## src/rwtb_pkg.sv

```systemverilog
// Package for the result window threshold bank: offsets, layouts, types.
// Assumes a register access port in the core_clk domain.
`default_nettype none
package rwtb_pkg;
	localparam int unsigned         LIM_W         = 24;
	localparam int unsigned         ADDR_W        = 8;
	localparam int unsigned         NUM_LIM       = 6;
	localparam logic [ADDR_W-1:0]   OFS_LOWER6    = 8'h26;
	localparam logic [ADDR_W-1:0]   OFS_LOWER7    = 8'h27;
	localparam logic [ADDR_W-1:0]   OFS_UPPER0    = 8'h28;
	localparam logic [ADDR_W-1:0]   OFS_UPPER1    = 8'h29;
	localparam logic [ADDR_W-1:0]   OFS_UPPER2    = 8'h2a;
	localparam logic [ADDR_W-1:0]   OFS_UPPER3    = 8'h2b;
	localparam logic [LIM_W-1:0]    LIM_RESET     = 24'h000000;
	// Limit slot index in the memory: 0,1 lower 6/7; 2..5 upper 0..3
	localparam logic [2:0]          IDX_LOWER6    = 3'h0;
	localparam logic [2:0]          IDX_LOWER7    = 3'h1;
	localparam logic [2:0]          IDX_UPPER0    = 3'h2;
	localparam logic [2:0]          IDX_UPPER3    = 3'h5;

	typedef struct packed {
		logic                 wr;
		logic                 rd;
		logic [ADDR_W-1:0]    addr;
		logic [LIM_W-1:0]     wdata;
	} rwtb_req_t;

	typedef struct packed {
		logic                 valid;
		logic                 hit;
		logic [LIM_W-1:0]     rdata;
	} rwtb_rsp_t;

	// Result slot update: slot number 0..7 and the new code
	typedef struct packed {
		logic                 valid;
		logic [2:0]           slot;
		logic [LIM_W-1:0]     code;
	} rwtb_result_t;

	// Flag bits: [0..3] over-range slots 0..3, [4] under 6, [5] under 7
	typedef struct packed {
		logic                 under_range_flag_slot7;
		logic                 under_range_flag_slot6;
		logic                 over_range_flag_slot3;
		logic                 over_range_flag_slot2;
		logic                 over_range_flag_slot1;
		logic                 over_range_flag_slot0;
	} rwtb_flags_t;
endpackage : rwtb_pkg
`default_nettype wire

```

## src/rwtb_limit_mem.sv

```systemverilog
// Small limit store: one write port, two registered read ports.
// Assumes one clock and a synchronous reset that clears every word.
`timescale 1ns/1ps
`default_nettype none
module rwtb_limit_mem #(
	parameter int unsigned DEPTH = 6,
	parameter int unsigned WIDTH = 24
) (
	// Clock and reset
	input  wire logic                      core_clk,
	input  wire logic                      srst,
	// Write port
	input  wire logic                      we,
	input  wire logic [2:0]                waddr,
	input  wire logic [WIDTH-1:0]          wdata,
	// Software read port
	input  wire logic [2:0]                raddr_a,
	output var  logic [WIDTH-1:0]          rdata_a,
	// Comparator read port
	input  wire logic [2:0]                raddr_b,
	output var  logic [WIDTH-1:0]          rdata_b
);
	initial begin
		if (DEPTH < 1 || DEPTH > 8)
			$error("rwtb_limit_mem: DEPTH must be 1..8");
	end

	typedef struct packed {
		logic [DEPTH-1:0][WIDTH-1:0] mem;
		logic [WIDTH-1:0]            ra;
		logic [WIDTH-1:0]            rb;
	} rwtb_mem_st_t;

	rwtb_mem_st_t st_r;
	rwtb_mem_st_t st_nxt;

	always_comb begin
		st_nxt = st_r;
		if (we && (32'(waddr) < DEPTH))
			st_nxt.mem[waddr] = wdata;
		st_nxt.ra = (32'(raddr_a) < DEPTH) ? st_r.mem[raddr_a] : '0;
		st_nxt.rb = (32'(raddr_b) < DEPTH) ? st_r.mem[raddr_b] : '0;
	end

	always_ff @(posedge core_clk) begin
		if (srst)
			st_r <= '0;
		else
			st_r <= st_nxt;
	end

	assign rdata_a = st_r.ra;
	assign rdata_b = st_r.rb;
endmodule : rwtb_limit_mem
`default_nettype wire

```

## src/rwtb_bank.sv

```systemverilog
// Result window threshold bank: six 24-bit limits and their range flags.
// Assumes requests and result updates arrive on core_clk from the core.
`timescale 1ns/1ps
`default_nettype none
module rwtb_bank #(
	parameter int unsigned LIM_W = rwtb_pkg::LIM_W
) (
	// Clock and reset
	input  wire logic                   core_clk,
	input  wire logic                   srst,
	// Register access
	input  wire rwtb_pkg::rwtb_req_t    req,
	output var  rwtb_pkg::rwtb_rsp_t    rsp,
	// Coding settings
	input  wire logic                   unipolar_bipolar_select,
	input  wire logic                   format_offset_binary,
	// Result slot updates
	input  wire rwtb_pkg::rwtb_result_t result,
	// Range flags
	output var  rwtb_pkg::rwtb_flags_t  flags
);
	initial begin
		if (LIM_W != rwtb_pkg::LIM_W)
			$error("rwtb_bank: LIM_W must equal the package width");
	end

	// Map a register offset to a memory index; bit 3 flags a miss
	function automatic logic [3:0] ofs_to_idx(input logic [7:0] a);
		case (a)
			rwtb_pkg::OFS_LOWER6: ofs_to_idx = {1'b0, rwtb_pkg::IDX_LOWER6};
			rwtb_pkg::OFS_LOWER7: ofs_to_idx = {1'b0, rwtb_pkg::IDX_LOWER7};
			rwtb_pkg::OFS_UPPER0: ofs_to_idx = 4'h2;
			rwtb_pkg::OFS_UPPER1: ofs_to_idx = 4'h3;
			rwtb_pkg::OFS_UPPER2: ofs_to_idx = 4'h4;
			rwtb_pkg::OFS_UPPER3: ofs_to_idx = {1'b0, rwtb_pkg::IDX_UPPER3};
			default:              ofs_to_idx = 4'h8;
		endcase
	endfunction : ofs_to_idx

	// Put a code on a common signed scale.  Bipolar codes are two's
	// complement unless offset binary is chosen; unipolar codes are
	// straight binary, so a zero sign extension keeps them positive.
	function automatic logic signed [LIM_W:0] to_scale(
		input logic [LIM_W-1:0] c,
		input logic             bip,
		input logic             offs);
		if (!bip)
			to_scale = {1'b0, c};
		else if (offs)
			to_scale = {~c[LIM_W-1], ~c[LIM_W-1], c[LIM_W-2:0]};
		else
			to_scale = {c[LIM_W-1], c};
	endfunction : to_scale

	// Slot number to limit index; bit 3 marks a slot with no limit here
	function automatic logic [3:0] slot_to_idx(input logic [2:0] s);
		case (s)
			3'h0, 3'h1, 3'h2, 3'h3: slot_to_idx = {1'b0, s + 3'h2};
			3'h6:                   slot_to_idx = 4'h0;
			3'h7:                   slot_to_idx = 4'h1;
			default:                slot_to_idx = 4'h8;
		endcase
	endfunction : slot_to_idx

	typedef enum logic [1:0] {
		CMP_IDLE = 2'b01,
		CMP_EVAL = 2'b10
	} rwtb_cmp_state_t;

	typedef struct packed {
		rwtb_cmp_state_t        state;
		logic [2:0]             slot;
		logic [LIM_W-1:0]       code;
		logic                   rd_pend;
		logic                   rd_hit;
		rwtb_pkg::rwtb_flags_t  flags;
	} rwtb_bank_st_t;

	rwtb_bank_st_t st_r;
	rwtb_bank_st_t st_nxt;

	logic [3:0]       wr_idx;
	logic [3:0]       rd_idx;
	logic [3:0]       res_idx;
	logic [LIM_W-1:0] sw_rdata;
	logic [LIM_W-1:0] lim_rdata;
	logic [3:0]       cmp_idx;
	logic             is_lower;
	logic             crossed;
	logic [5:0]       flag_vec;

	assign wr_idx  = ofs_to_idx(req.addr);
	assign rd_idx  = ofs_to_idx(req.addr);
	assign res_idx = slot_to_idx(result.slot);
	assign cmp_idx = slot_to_idx(st_r.slot);

	// Limits are held as written; the coding is applied at compare time
	rwtb_limit_mem #(
		.DEPTH (rwtb_pkg::NUM_LIM),
		.WIDTH (LIM_W)
	) u_mem (
		.core_clk (core_clk),
		.srst     (srst),
		.we       (req.wr && !wr_idx[3]),
		.waddr    (wr_idx[2:0]),
		.wdata    (req.wdata),
		.raddr_a  (rd_idx[2:0]),
		.rdata_a  (sw_rdata),
		.raddr_b  (res_idx[2:0]),
		.rdata_b  (lim_rdata)
	);

	// Slots 6 and 7 use a lower limit, slots 0..3 an upper one
	assign is_lower = (st_r.slot == 3'h6) || (st_r.slot == 3'h7);

	always_comb begin
		crossed = 1'b0;
		if (is_lower)
			crossed = to_scale(st_r.code, unipolar_bipolar_select,
				format_offset_binary) < to_scale(lim_rdata,
				unipolar_bipolar_select, format_offset_binary);
		else
			crossed = to_scale(st_r.code, unipolar_bipolar_select,
				format_offset_binary) > to_scale(lim_rdata,
				unipolar_bipolar_select, format_offset_binary);
	end

	always_comb begin
		st_nxt         = st_r;
		st_nxt.rd_pend = req.rd;
		st_nxt.rd_hit  = req.rd && !rd_idx[3];
		flag_vec       = st_r.flags;
		case (st_r.state)
			CMP_IDLE: begin
				if (result.valid && !res_idx[3]) begin
					st_nxt.slot  = result.slot;
					st_nxt.code  = result.code;
					st_nxt.state = CMP_EVAL;
				end
			end
			CMP_EVAL: begin
				// Flag reflects the latest accepted result of its slot
				flag_vec[cmp_idx[2:0] == 3'h0 ? 4 :
					cmp_idx[2:0] == 3'h1 ? 5 :
					32'(cmp_idx[2:0]) - 2] = crossed;
				st_nxt.state = CMP_IDLE;
			end
			default: st_nxt.state = CMP_IDLE;
		endcase
		st_nxt.flags = flag_vec;
	end

	always_ff @(posedge core_clk) begin
		if (srst) begin
			st_r       <= '0;
			st_r.state <= CMP_IDLE;
		end else begin
			st_r <= st_nxt;
		end
	end

	// Unmapped reads answer with zero data and hit low
	// One driver for the whole response word keeps the variable single-sourced
	assign rsp = {st_r.rd_pend, st_r.rd_hit,
		st_r.rd_hit ? sw_rdata : {LIM_W{1'b0}}};
	assign flags     = st_r.flags;
endmodule : rwtb_bank
`default_nettype wire

```

## config.mk

```make
export PLATFORM = sky130hd
export DESIGN_NAME = rwtb_bank
export DESIGN_NICKNAME = d
export VERILOG_FILES = /design/src/rwtb_pkg.sv /design/src/rwtb_limit_mem.sv /design/src/rwtb_bank.sv
export SDC_FILE = /design/constraint.sdc
export NUM_CORES = 1
export LEC_CHECK = 0
export ABC_CLOCK_PERIOD_IN_PS = 2750
export BUFFER_PORTS_ARGS = -buffer_cell sky130_fd_sc_hd__buf_2
export CAP_MARGIN = 20
export CORE_ASPECT_RATIO = 0.75
export CORE_UTILIZATION = 55
export CTS_CLUSTER_DIAMETER = 100
export DETAILED_ROUTE_END_ITERATION = 7
export GPL_TIMING_DRIVEN = 0
export PLACE_DENSITY = 0.75
export SLEW_MARGIN = 20
export SYNTH_ARGS = -nofsm -noshare
export SYNTH_HDL_FRONTEND = slang
export SYNTH_SLANG_ARGS = --single-unit
```

## constraint.sdc

```tcl
create_clock -name core_clk -period 2.75 [get_ports core_clk]
set_input_delay 0.1375 -clock core_clk [delete_from_list [all_inputs] [get_ports core_clk]]
set_output_delay 0.1375 -clock core_clk [all_outputs]
set_load 0.1 [all_outputs]
```

* Yosys cells after proc, flatten, opt, wreduce, memory -nomap -nowiden *
Index checks and enable logic that the tools add are counted.

storage, ports and cells
  flip-flop bits (word level) = 229
  bits in latches = 0
  memory bits (writable) = 0
  ROM bits = 0
  output and inout port bits = 32
  logic and storage cells = 98
  memories kept = 0

cells by class
  $add $sub $neg = 3
  multiply operators = 0
  div/mod/pow operators = 0
  magnitude comparators = 9
  equality and inequality tests = 19
  shift operators = 0
  multiplexer cells = 25
  bitwise operators = 5
  reduce and logical (&&, ||, !) cells = 18

operator list
  kind                                                                                   count
  25-bit 2-to-1 mux                                                                      8
  24-bit binary-select mux with 3-bit select                                             2
  144-bit bitwise mux                                                                    1
  24-bit 2-to-1 mux                                                                      4
  24-bit demux with 3-bit select                                                         1
  32-bit 2-to-1 mux                                                                      2
  8-bit by 6-bit == test with 1-bit output (second input constant)                       6
  32-bit by 1-bit greater-or-equal comparator with 1-bit output (second input constant)  1
  32-bit by 4-bit less-than comparator with 1-bit output (second input constant)         1
  25-bit > comparator                                                                    1
  25-bit less-than comparator                                                            1
  4-bit one-hot mux with 6 select lines                                                  1
  3-bit by 2-bit == test with 1-bit output (second input constant)                       4
  3-bit == test (second input constant)                                                  4
  4-bit one-hot mux with 3 select lines                                                  1
  3-bit by 1-bit == test with 1-bit output (second input constant)                       3
  3-bit zero test                                                                        3
  3-bit one-hot mux with 3 select lines                                                  1
  3-bit by 4-bit less-than comparator with 1-bit output (second input constant)          2
  4-bit OR reduction                                                                     2
  3-bit by 2-bit adder with 3-bit output (second input constant)                         2
  6-bit bitwise mux                                                                      1
  1-bit logical AND                                                                      6
  3-bit less-than comparator (second input constant)                                     2
  other kinds (11)                                                                       19

* Depth between registers and ports, before layout *
Gate-level depths: netlist of the first run.

  depth after elaboration = 11
  depth in mapped cells = 9

* By module *
From an unflattened synthesis of the first run, not the netlist that was laid out.

second synthesis, totals
  cell total of the unflattened synthesis = 1,387
  area total of the unflattened synthesis = 11,508.5 µm²

modules (own cells, without submodules)
  module          instances  cells an instance  area an instance (µm²)  sequential area each (µm²)
  rwtb_limit_mem  1          1,069              9,112.5                 3,843.7
  rwtb_bank       1          318                2,396.0                 740.7

* Worst setup path before layout of the first run *
OpenSTA, ideal clock, no wires.

  path type = register to register
  start = register st_r[31] (netlist name)
  end = register st_r, in the netlist flags[1]
  library setup time = 101 ps
  data arrival time = 2,257 ps
  setup slack = 392 ps
  stages on the path, launching flop included = 9
  path buffers = 0
  clock period less this slack = 2,358 ps
  cells stage by stage = dfxtp_1 xor2_1 and2_1 ha_1 nand4_1 nor4_1 a211o_1 mux2_4 o41ai_1

on the way
  longest elaborated chain between the ends = 7
  elaborated cells on any way between the ends = 9
  classes of those cells = order compare (2); mux (6); bitwise (1)

RTL lines
  element                                                             line                                text
  start, declared                                                     rwtb_bank.sv:79                     rwtb_bank_st_t st_r;
  start signal, assigned                                              rwtb_bank.sv:158                    st_r <= st_nxt;
  1-bit inverter                                                      rwtb_bank.sv:50                     to_scale = {~c[LIM_W-1], ~c[LIM_W-1], c[LIM_W-2:0]};
  25-bit 2-to-1 mux                                                   rwtb_bank.sv:49                     else if (offs)
  25-bit 2-to-1 mux *                                                 rwtb_bank.sv:47                     if (!bip)
  25-bit 2-to-1 mux                                                   rwtb_bank.sv:118                    if (is_lower)
  25-bit > comparator or 25-bit less-than comparator (tied branches)  rwtb_bank.sv:124, rwtb_bank.sv:120
  1-bit 2-to-1 mux *                                                  rwtb_bank.sv:118
  6-bit bitwise mux *                                                 rwtb_bank.sv:143                    flag_vec[cmp_idx[2:0] == 3'h0 ? 4 :

Mark *: on every way between the ends. The rest lies on a longest branch, timed or not. The select of a mux whose other input is x is not followed.
A chain may end at the register's enable or synchronous reset.

* Worst setup path after layout of the first run *
Ends and elaborated chain as after synthesis.

==> summary.md, run 1 <==
| Metric | Value |
|---|---|
| Die height | 124.4 µm |
| Hold WC Path Type | input pin to register |
| Period utilization | 94.43% |
| Max Freq | ~0.39 GHz |
| Final layout net count | 1576 |
| Worst slew margin | between 15 and 20% |
| CP cell instances | xor2_1 > and2_1 > ha_1 > nand4_1 > nor2_1 > a22o_1 > a211o_1 > mux2_4 > o41ai_1 |
| Final HPWL DP | 25.12 mm |
| FF+latch count, synth | 229 |
| Routed Antenna Nets | 0 |
| Critical Path Source Type | register |
| Outcome | finished clean |
| Worst setup path class | register to register |
| Non-Filler Instances | 1749 |
| 1st-pass router iterations | 5 |
| Crit path capture type | register |
| Final Setup Violations | 0 |
| Final slew viol count | 0 |
| Most used DFF post-synth | dfxtp_1 |
| Layout cell share with drive strength beyond 1 | 12.57% |
| Grt ovf | 0 |
| Routability cong. | 0.9736 |
| CP Data Arrival Time | 2.99 ns |
| Syn nets | 1408 |
| Slowest library cell on the worst path | mux2_4 |
| Post-Syn Area per Cell | ~8.3 µm² |
| First-pass GRT wire length | ~55 mm |
| Clock Latency Late Sink | 0.52 ns |
| Number of port buffers | 92 |
| Initial antenna violation count | 0 |
| Leakage | 5.121 nW |
| Post-synth EDFFs | 0 |
| Crit path max fanout | 6 |
| Seq/Total Area, Yosys | 41.73% |
| Setup_tns | 0 ns |
| Hold Violations, Final | 0 |
| CTS sink cnt | between 200 and 250 |
| Syn Std Cell Area | ~11000 µm² |
| Mapped Cells | about 1300 |
| DP Cell Count | 1661 |
| # fillers | 1626 |
| GR Util All Layers | 35.31% |
| Post-route minimum period | 2.597 ns |
| Peak supply drop | 449.3 µV |
| Die area | about 21000 µm² |
| Floorplan core area | 19430 µm² |
| # DRC | 0 |
| Pwr Density | roughly 540 nW/µm² |
| Largest net degree at the start of global routing | 14 |
| Yosys top cell area share | 41.73% |
| CTS buffer count | 23 |
| Post-synth top area cell | dfxtp_1 |
| DR vias | 10400 |
| Clk slew on worst S/H paths | approximately 0.06 ns |
| CP bufs+invs | 0 |
| Rows | 44 |
| TritonCTS clock tree | built |
| Io pins | 98 |
| Area delta synth->final | 18.10% |
| Yosys Warn Count | 0 |
| H-tree Lvls | 1 |
| Clk_skew | 0.009531 ns |
| Worst Tran Pin Value | 1.221 ns |
| Initial Utilization | 56.53% |
| Number of inserted diodes | 0 |
| WL per Instance | 20.90 µm |
| Vias per cell | 5.947 |
| WL final | 36.56 mm |
| Delay-heaviest family, CP | compound AO/OA/AOI/OAI gates |
| RSZ-0062 raised after global routing | no |
| Count of different cell masters after synthesis | 54 |
| Drt initial violations | 1074 |
| CP max stage delay | 0.35 ns |
| MaxCap Viol Count | 0 |
| Root buf cell | clkbuf_16 |
| Synth area leaders | dfxtp_1 42%, nand2_1 11%, mux2i_1 8.6% |
| Die width | between 150 and 200 µm |
| Asr flop ratio synth | 0% |
| Crit path required time | 3.14 ns |
| Number of global-route vias before repair | 9810 |
| Clock Path Buffers | 3 |
==> worst min-delay path, cell delays in order <==
cell and delay [ns]:
buf_2 0.10, nand2_1 0.08, nor2_1 0.05, nand2_1 0.09
a211oi_1 0.07
==> logic make-up after synthesis <==
family,after synthesis,synth area share [%]
buf+inv,143,6.047
xor+xnor,4,0.3189
compound gates,293,16.33
fa+ha+maj,26,2.961
flops,229,41.73
mux,137,13.93
simple gates,484,18.69
==> Yosys cell counts (2+ instances only) <==
master and number:
nor2b_1 18, mux2_2 9, nand2b_1 5, o21a_1 2, mux2i_1 94, a211oi_1 58
xor2_1 3, o22ai_1 9, nand3_1 14, dfxtp_1 229, a311oi_1 9, a311o_1 3
buf_2 22, nor2_1 83, a211o_1 6, mux4_2 9, nor3_1 3, nand4_1 6
buf_6 3, buf_4 12, a2111oi_0 6, ha_1 26, and3_1 2, o21ai_0 6
clkbuf_1 69, a21oi_1 177, o221ai_1 3, and2_1 27, buf_12 2, nand2_1 315
mux2_1 24, inv_1 34, o41ai_1 6, or2_2 2
==> worst paths after layout <==
check / end / cells after the start / slack (ns) / startpoint
worst min-delay path: st_r[34] / 5 / 0.06 / result[27]
worst max register to register: flags[1] / 9 / 0.15 / st_r[31]
worst max-delay path: flags[1] / 9 / 0.15 / st_r[31]
worst min register to register: st_r[10] / 2 / 0.46 / st_r[10]
==> report_power, final <==
part	total [mW]	internal (mW)	leakage, nW	switching, mW
sequential	3.39	3.36	1.85	0.0266
combinational	0.718	0.249	2.94	0.469
clock	2.95	1.67	0.333	1.28
==> metrics by stage <==
| stage | utilization [%] | power [mW] | hold slack (ns) | area (µm²) | setup WS [ns] |
|---|---|---|---|---|---|
| after floorplan | - | 3.828 | 0.2735 | 10990 | 0.3920 |
| after global placement | 60.53 | 4.075 | 0.3824 | 11760 | 0.09024 |
| after detailed placement | 60.53 | 4.088 | 0.3849 | 11760 | 0.06548 |
| after CTS | 66.66 | 7.019 | 0.06647 | 12950 | 0.04916 |
| after global routing | 66.77 | 7.252 | 0.1047 | 12970 | 0.04277 |
| final | 66.77 | 7.056 | 0.06419 | 12970 | 0.1531 |
==> cell usage in the layout (no fill, tap or decap), drive strengths merged, types with 4 or more instances in the layout <==
master	Yosys	final
nand2b	5	5
nor3	4	4
and2	27	27
a2111oi	6	6
dfxtp	229	229
o41ai	6	6
mux4	9	9
a211o	6	6
o22ai	9	9
a211oi	58	58
nand3	14	14
mux2	34	34
nand4	6	6
inv	34	34
nor2b	18	18
mux2i	94	94
buf	40	132
a311oi	9	9
a21oi	177	177
clkbuf	69	105
o21ai	6	6
nand2	316	316
nor2	83	83
dlygate4sd3	0	51
ha	26	26
==> registers in the layout, indices dropped and copies added (netlist names) <==
register and count:
st_r 29, rsp 2, u_mem.rdata_a 24, flags 6
u_mem.st_r 144, u_mem.rdata_b 24
==> area by class of cell <==
class	count	area [µm²]	area share [%]
Buffer	109	536.8	4.137
Clock buffer	36	674.4	5.198
Timing Repair Buffer	143	970.9	7.483
Tap cell	253	316.6	2.440
Multi-Input combinational cell	944	5759	44.39
Clock inverter	1	5.005	0.03857
Inverter	34	127.6	0.9836
Sequential cell	229	4584	35.33
==> metal layers <==
layer | up-vias | part of all wire, % | GRT usage (%)
met5 | - | 0 | 0
met4 | 0 | 3.8 | 12.57
met3 | 115 | 13 | 11.06
met2 | 644 | 43 | 52.79
met1 | 4800 | 41 | 47.57
li1 | 4843 | - | -
==> timing repair <==
item / 4_1_cts / 5_1_grt
buffers inserted: 0 / 0
gates resized for setup: 0 / 3
hold buffers: 51 / 0
hold endpoints to repair: 167 / 0
setup endpoints to repair: 0 / 6
Note: power is estimated with default switching activity, not from simulation.
==> inputs of run 2 (changes only) <==
--- a/config.mk
+++ b/config.mk
@@ -6,14 +6,14 @@
 export NUM_CORES = 1
 export LEC_CHECK = 0
 export ABC_CLOCK_PERIOD_IN_PS = 2750
-export BUFFER_PORTS_ARGS = -buffer_cell sky130_fd_sc_hd__buf_2
 export CAP_MARGIN = 20
 export CORE_ASPECT_RATIO = 0.75
 export CORE_UTILIZATION = 55
 export CTS_CLUSTER_DIAMETER = 100
 export DETAILED_ROUTE_END_ITERATION = 7
+export DONT_BUFFER_PORTS = 1
 export GPL_TIMING_DRIVEN = 0
-export PLACE_DENSITY = 0.75
+export PLACE_DENSITY = 0.7
 export SLEW_MARGIN = 20
 export SYNTH_ARGS = -nofsm -noshare
 export SYNTH_HDL_FRONTEND = slang
==> run 2 against run 1 <==
- worst setup slack gained 0.030 ns
- routed wire length about the same
- combinational power decreased by 6.5%
- final cell count shrank 4.9%
- first-iteration DRC count rose by 7.5%
- sequential cell count unchanged
- largest cell class unchanged
==> summary.md, run 2 (synthesis gave the netlist of run 1 again) <==
| Metric | Value |
|---|---|
| Outcome | finished clean |
| First-pass GRT wire length | 54.86 mm |
| Final layout net count | 1486 |
| Commonest non-fill, non-tap cell in the layout | nand2_1 |
| Number of global-route vias before repair | 9577 |
| Hold Violations, Final | 0 |
| Crit path max fanout | 10 |
| Area delta synth->final | 14.39% |
| RSZ-0062 raised after global routing | no |
| Post-route setup slack | 0.1827 ns |
| Number of port buffers | 0 |
| MaxCap Viol Count | 0 |
| CTS sink cnt | 229 |
| Vias per cell | 6.149 |
| # DRC | 0 |
| TritonCTS clock tree | built |
| Hold WC Path Type | input pin to register |
| Crit path required time | between 2 and 3 ns |
| Routed Antenna Nets | 0 |
| Setup_tns | 0 ns |
| Layout cell share with drive strength beyond 1 | 7.381% |
| CP Data Arrival Time | roughly 2.4 ns |
| Final Setup Violations | 0 |
| Leakage | 4.743 nW |
| Die width | 165.2 µm |
| Final HPWL DP | 25.14 mm |
| CP bufs+invs | 1 |
| Peak supply drop | 479.6 µV |
| Worst Tran Pin Value | 0.9555 ns |
| Period utilization | 93.36% |
| Drt initial violations | roughly 1200 |
| Root buf cell | clkbuf_16 |
| Max reg flops | 144 |
| Setup WS pre-CTS | 0.04052 ns |
| Clock Latency Late Sink | 0.52 ns |
| Post-route minimum period | 2.567 ns |
| CP max stage delay | around 0.9 ns |
| Grt ovf | 0 |
| Initial antenna violation count | 1 |
| WL final | 36.57 mm |
| Critical Path Source Type | register |
| Rows | 44 |
| Hold path start | req[33] |
| WL per Instance | 21.99 µm |
| Max Freq | 0.3895 GHz |
| Clk_skew | 0.01193 ns |
| Die area | 20550 µm² |
| Routability cong. | 0.9494 |
| Critical path launch point | rsp[24] |
| Floorplan core area | 19430 µm² |
| Largest registers | u_mem.st_r x144, st_r x29 |
| Delay-heaviest family, CP | simple AND/OR/NAND/NOR gates |
| Largest Register | u_mem.st_r |
| Worst r2r src | st_r[31] |
| GR Util All Layers | 35.47% |
| Slowest library cell on the worst path | and2_1 |
| Io pins | 98 |
| Worst setup path class | register to primary output |
| Die height | around 120 µm |
| Crit path capture type | primary output |
| Final slew viol count | 0 |
| Pwr Density | 566.7 nW/µm² |
| H-tree Lvls | 1 |
| Worst slew margin | 34.65% |
| # fillers | 1702 |
| 1st-pass router iterations | 5 |
| DR vias | 10230 |
| Commonest cells after routing, fill and taps aside | 315 x nand2_1, 229 x dfxtp_1, 177 x a21oi_1 |
| CP cell instances | clkbuf_1 > and2_1 |
| Clk slew on worst S/H paths | 0.07 ns |
| CTS buffer count | 23 |
| Initial Utilization | 56.53% |
| Largest net degree at the start of global routing | 15 |
| Clock Path Buffers | 3 |
## run 2: changes by cell type in the layout (fill, tap and decap cells not counted), sizes merged
cell | before | now
clkinv | 1 | 9
diode | 0 | 1
clkbuf | 105 | 97
clkinvlp | 0 | 1
buf | 132 | 40
inv | 34 | 35
dlygate4sd3 | 51 | 53
bufinv | 0 | 1
## run 2: area by class of cell
cell class	instances	area (µm²)	share of cell area, %
buffer	109	536.8	4.271
timing repair buffer	53	530.5	4.221
antenna	1	2.502	0.01991
clock inverter	12	91.34	0.7267
inverter	34	127.6	1.015
multi-input combinational	944	5754	45.78
clock buffer	28	624.3	4.968
tap	253	316.6	2.519
sequential	229	4584	36.48
## run 2: worst register-to-register path, delay by kind of cell (launching register included)
kind / cells / cell delay (ns)
XOR/XNOR: 1 / 0.17
flip-flops: 1 / 0.34
adder cells (fa/ha/maj): 1 / 0.34
multiplexers: 1 / 0.35
AND/OR/NAND/NOR: 3 / 0.48
AO/OA/AOI/OAI: 3 / 0.78
## run 2: layer usage
| layer | share of wire, % | track usage [%] | vias to the layer above |
|---|---|---|---|
| met5 | 0 | 0 | - |
| met4 | 4.0 | 14.36 | 0 |
| met3 | 12 | 10.76 | 116 |
| met2 | 42 | 52.40 | 600 |
| met1 | 42 | 47.84 | 4820 |
| li1 | - | - | 4689 |
## run 2: path summary, 6_finish.rpt
path / end / slack [ns] / cells past startpoint
max: rsp[8] / 0.18 / 2
min: u_mem.st_r[191] / 0.02 / 4
max reg2reg: flags[1] / 0.19 / 9
min reg2reg: u_mem.st_r[175] / 0.46 / 2
## run 2: power by group
group,internal (mW),switching (mW)
combinational,0.222,0.449
sequential,3.36,0.0267
clock,1.71,1.35
## run 2: per-stage QoR
| stage | std cells | total power, mW | area [µm²] | hold WS, ns | util [%] |
|---|---|---|---|---|---|
| global route | 1662 | 7.294 | 12570 | 0.05845 | 64.66 |
| detailed placement | 1569 | 4.010 | 11300 | 0.2797 | 58.16 |
| floorplan | 1316 | 3.828 | 10990 | 0.2735 | - |
| CTS | 1662 | 7.099 | 12550 | 0.01029 | 64.58 |
| global placement | 1569 | 3.999 | 11300 | 0.2754 | 58.16 |
| finish | 1663 | 7.123 | 12570 | 0.02470 | 64.67 |
## run 2: what timing repair did
action                                 4_1_cts  5_1_grt
gates resized for setup                      0        2
hold buffers                                53        0
endpoints found under the hold margin      172        0
buffers inserted                             0        0
setup endpoints to repair                    0        6
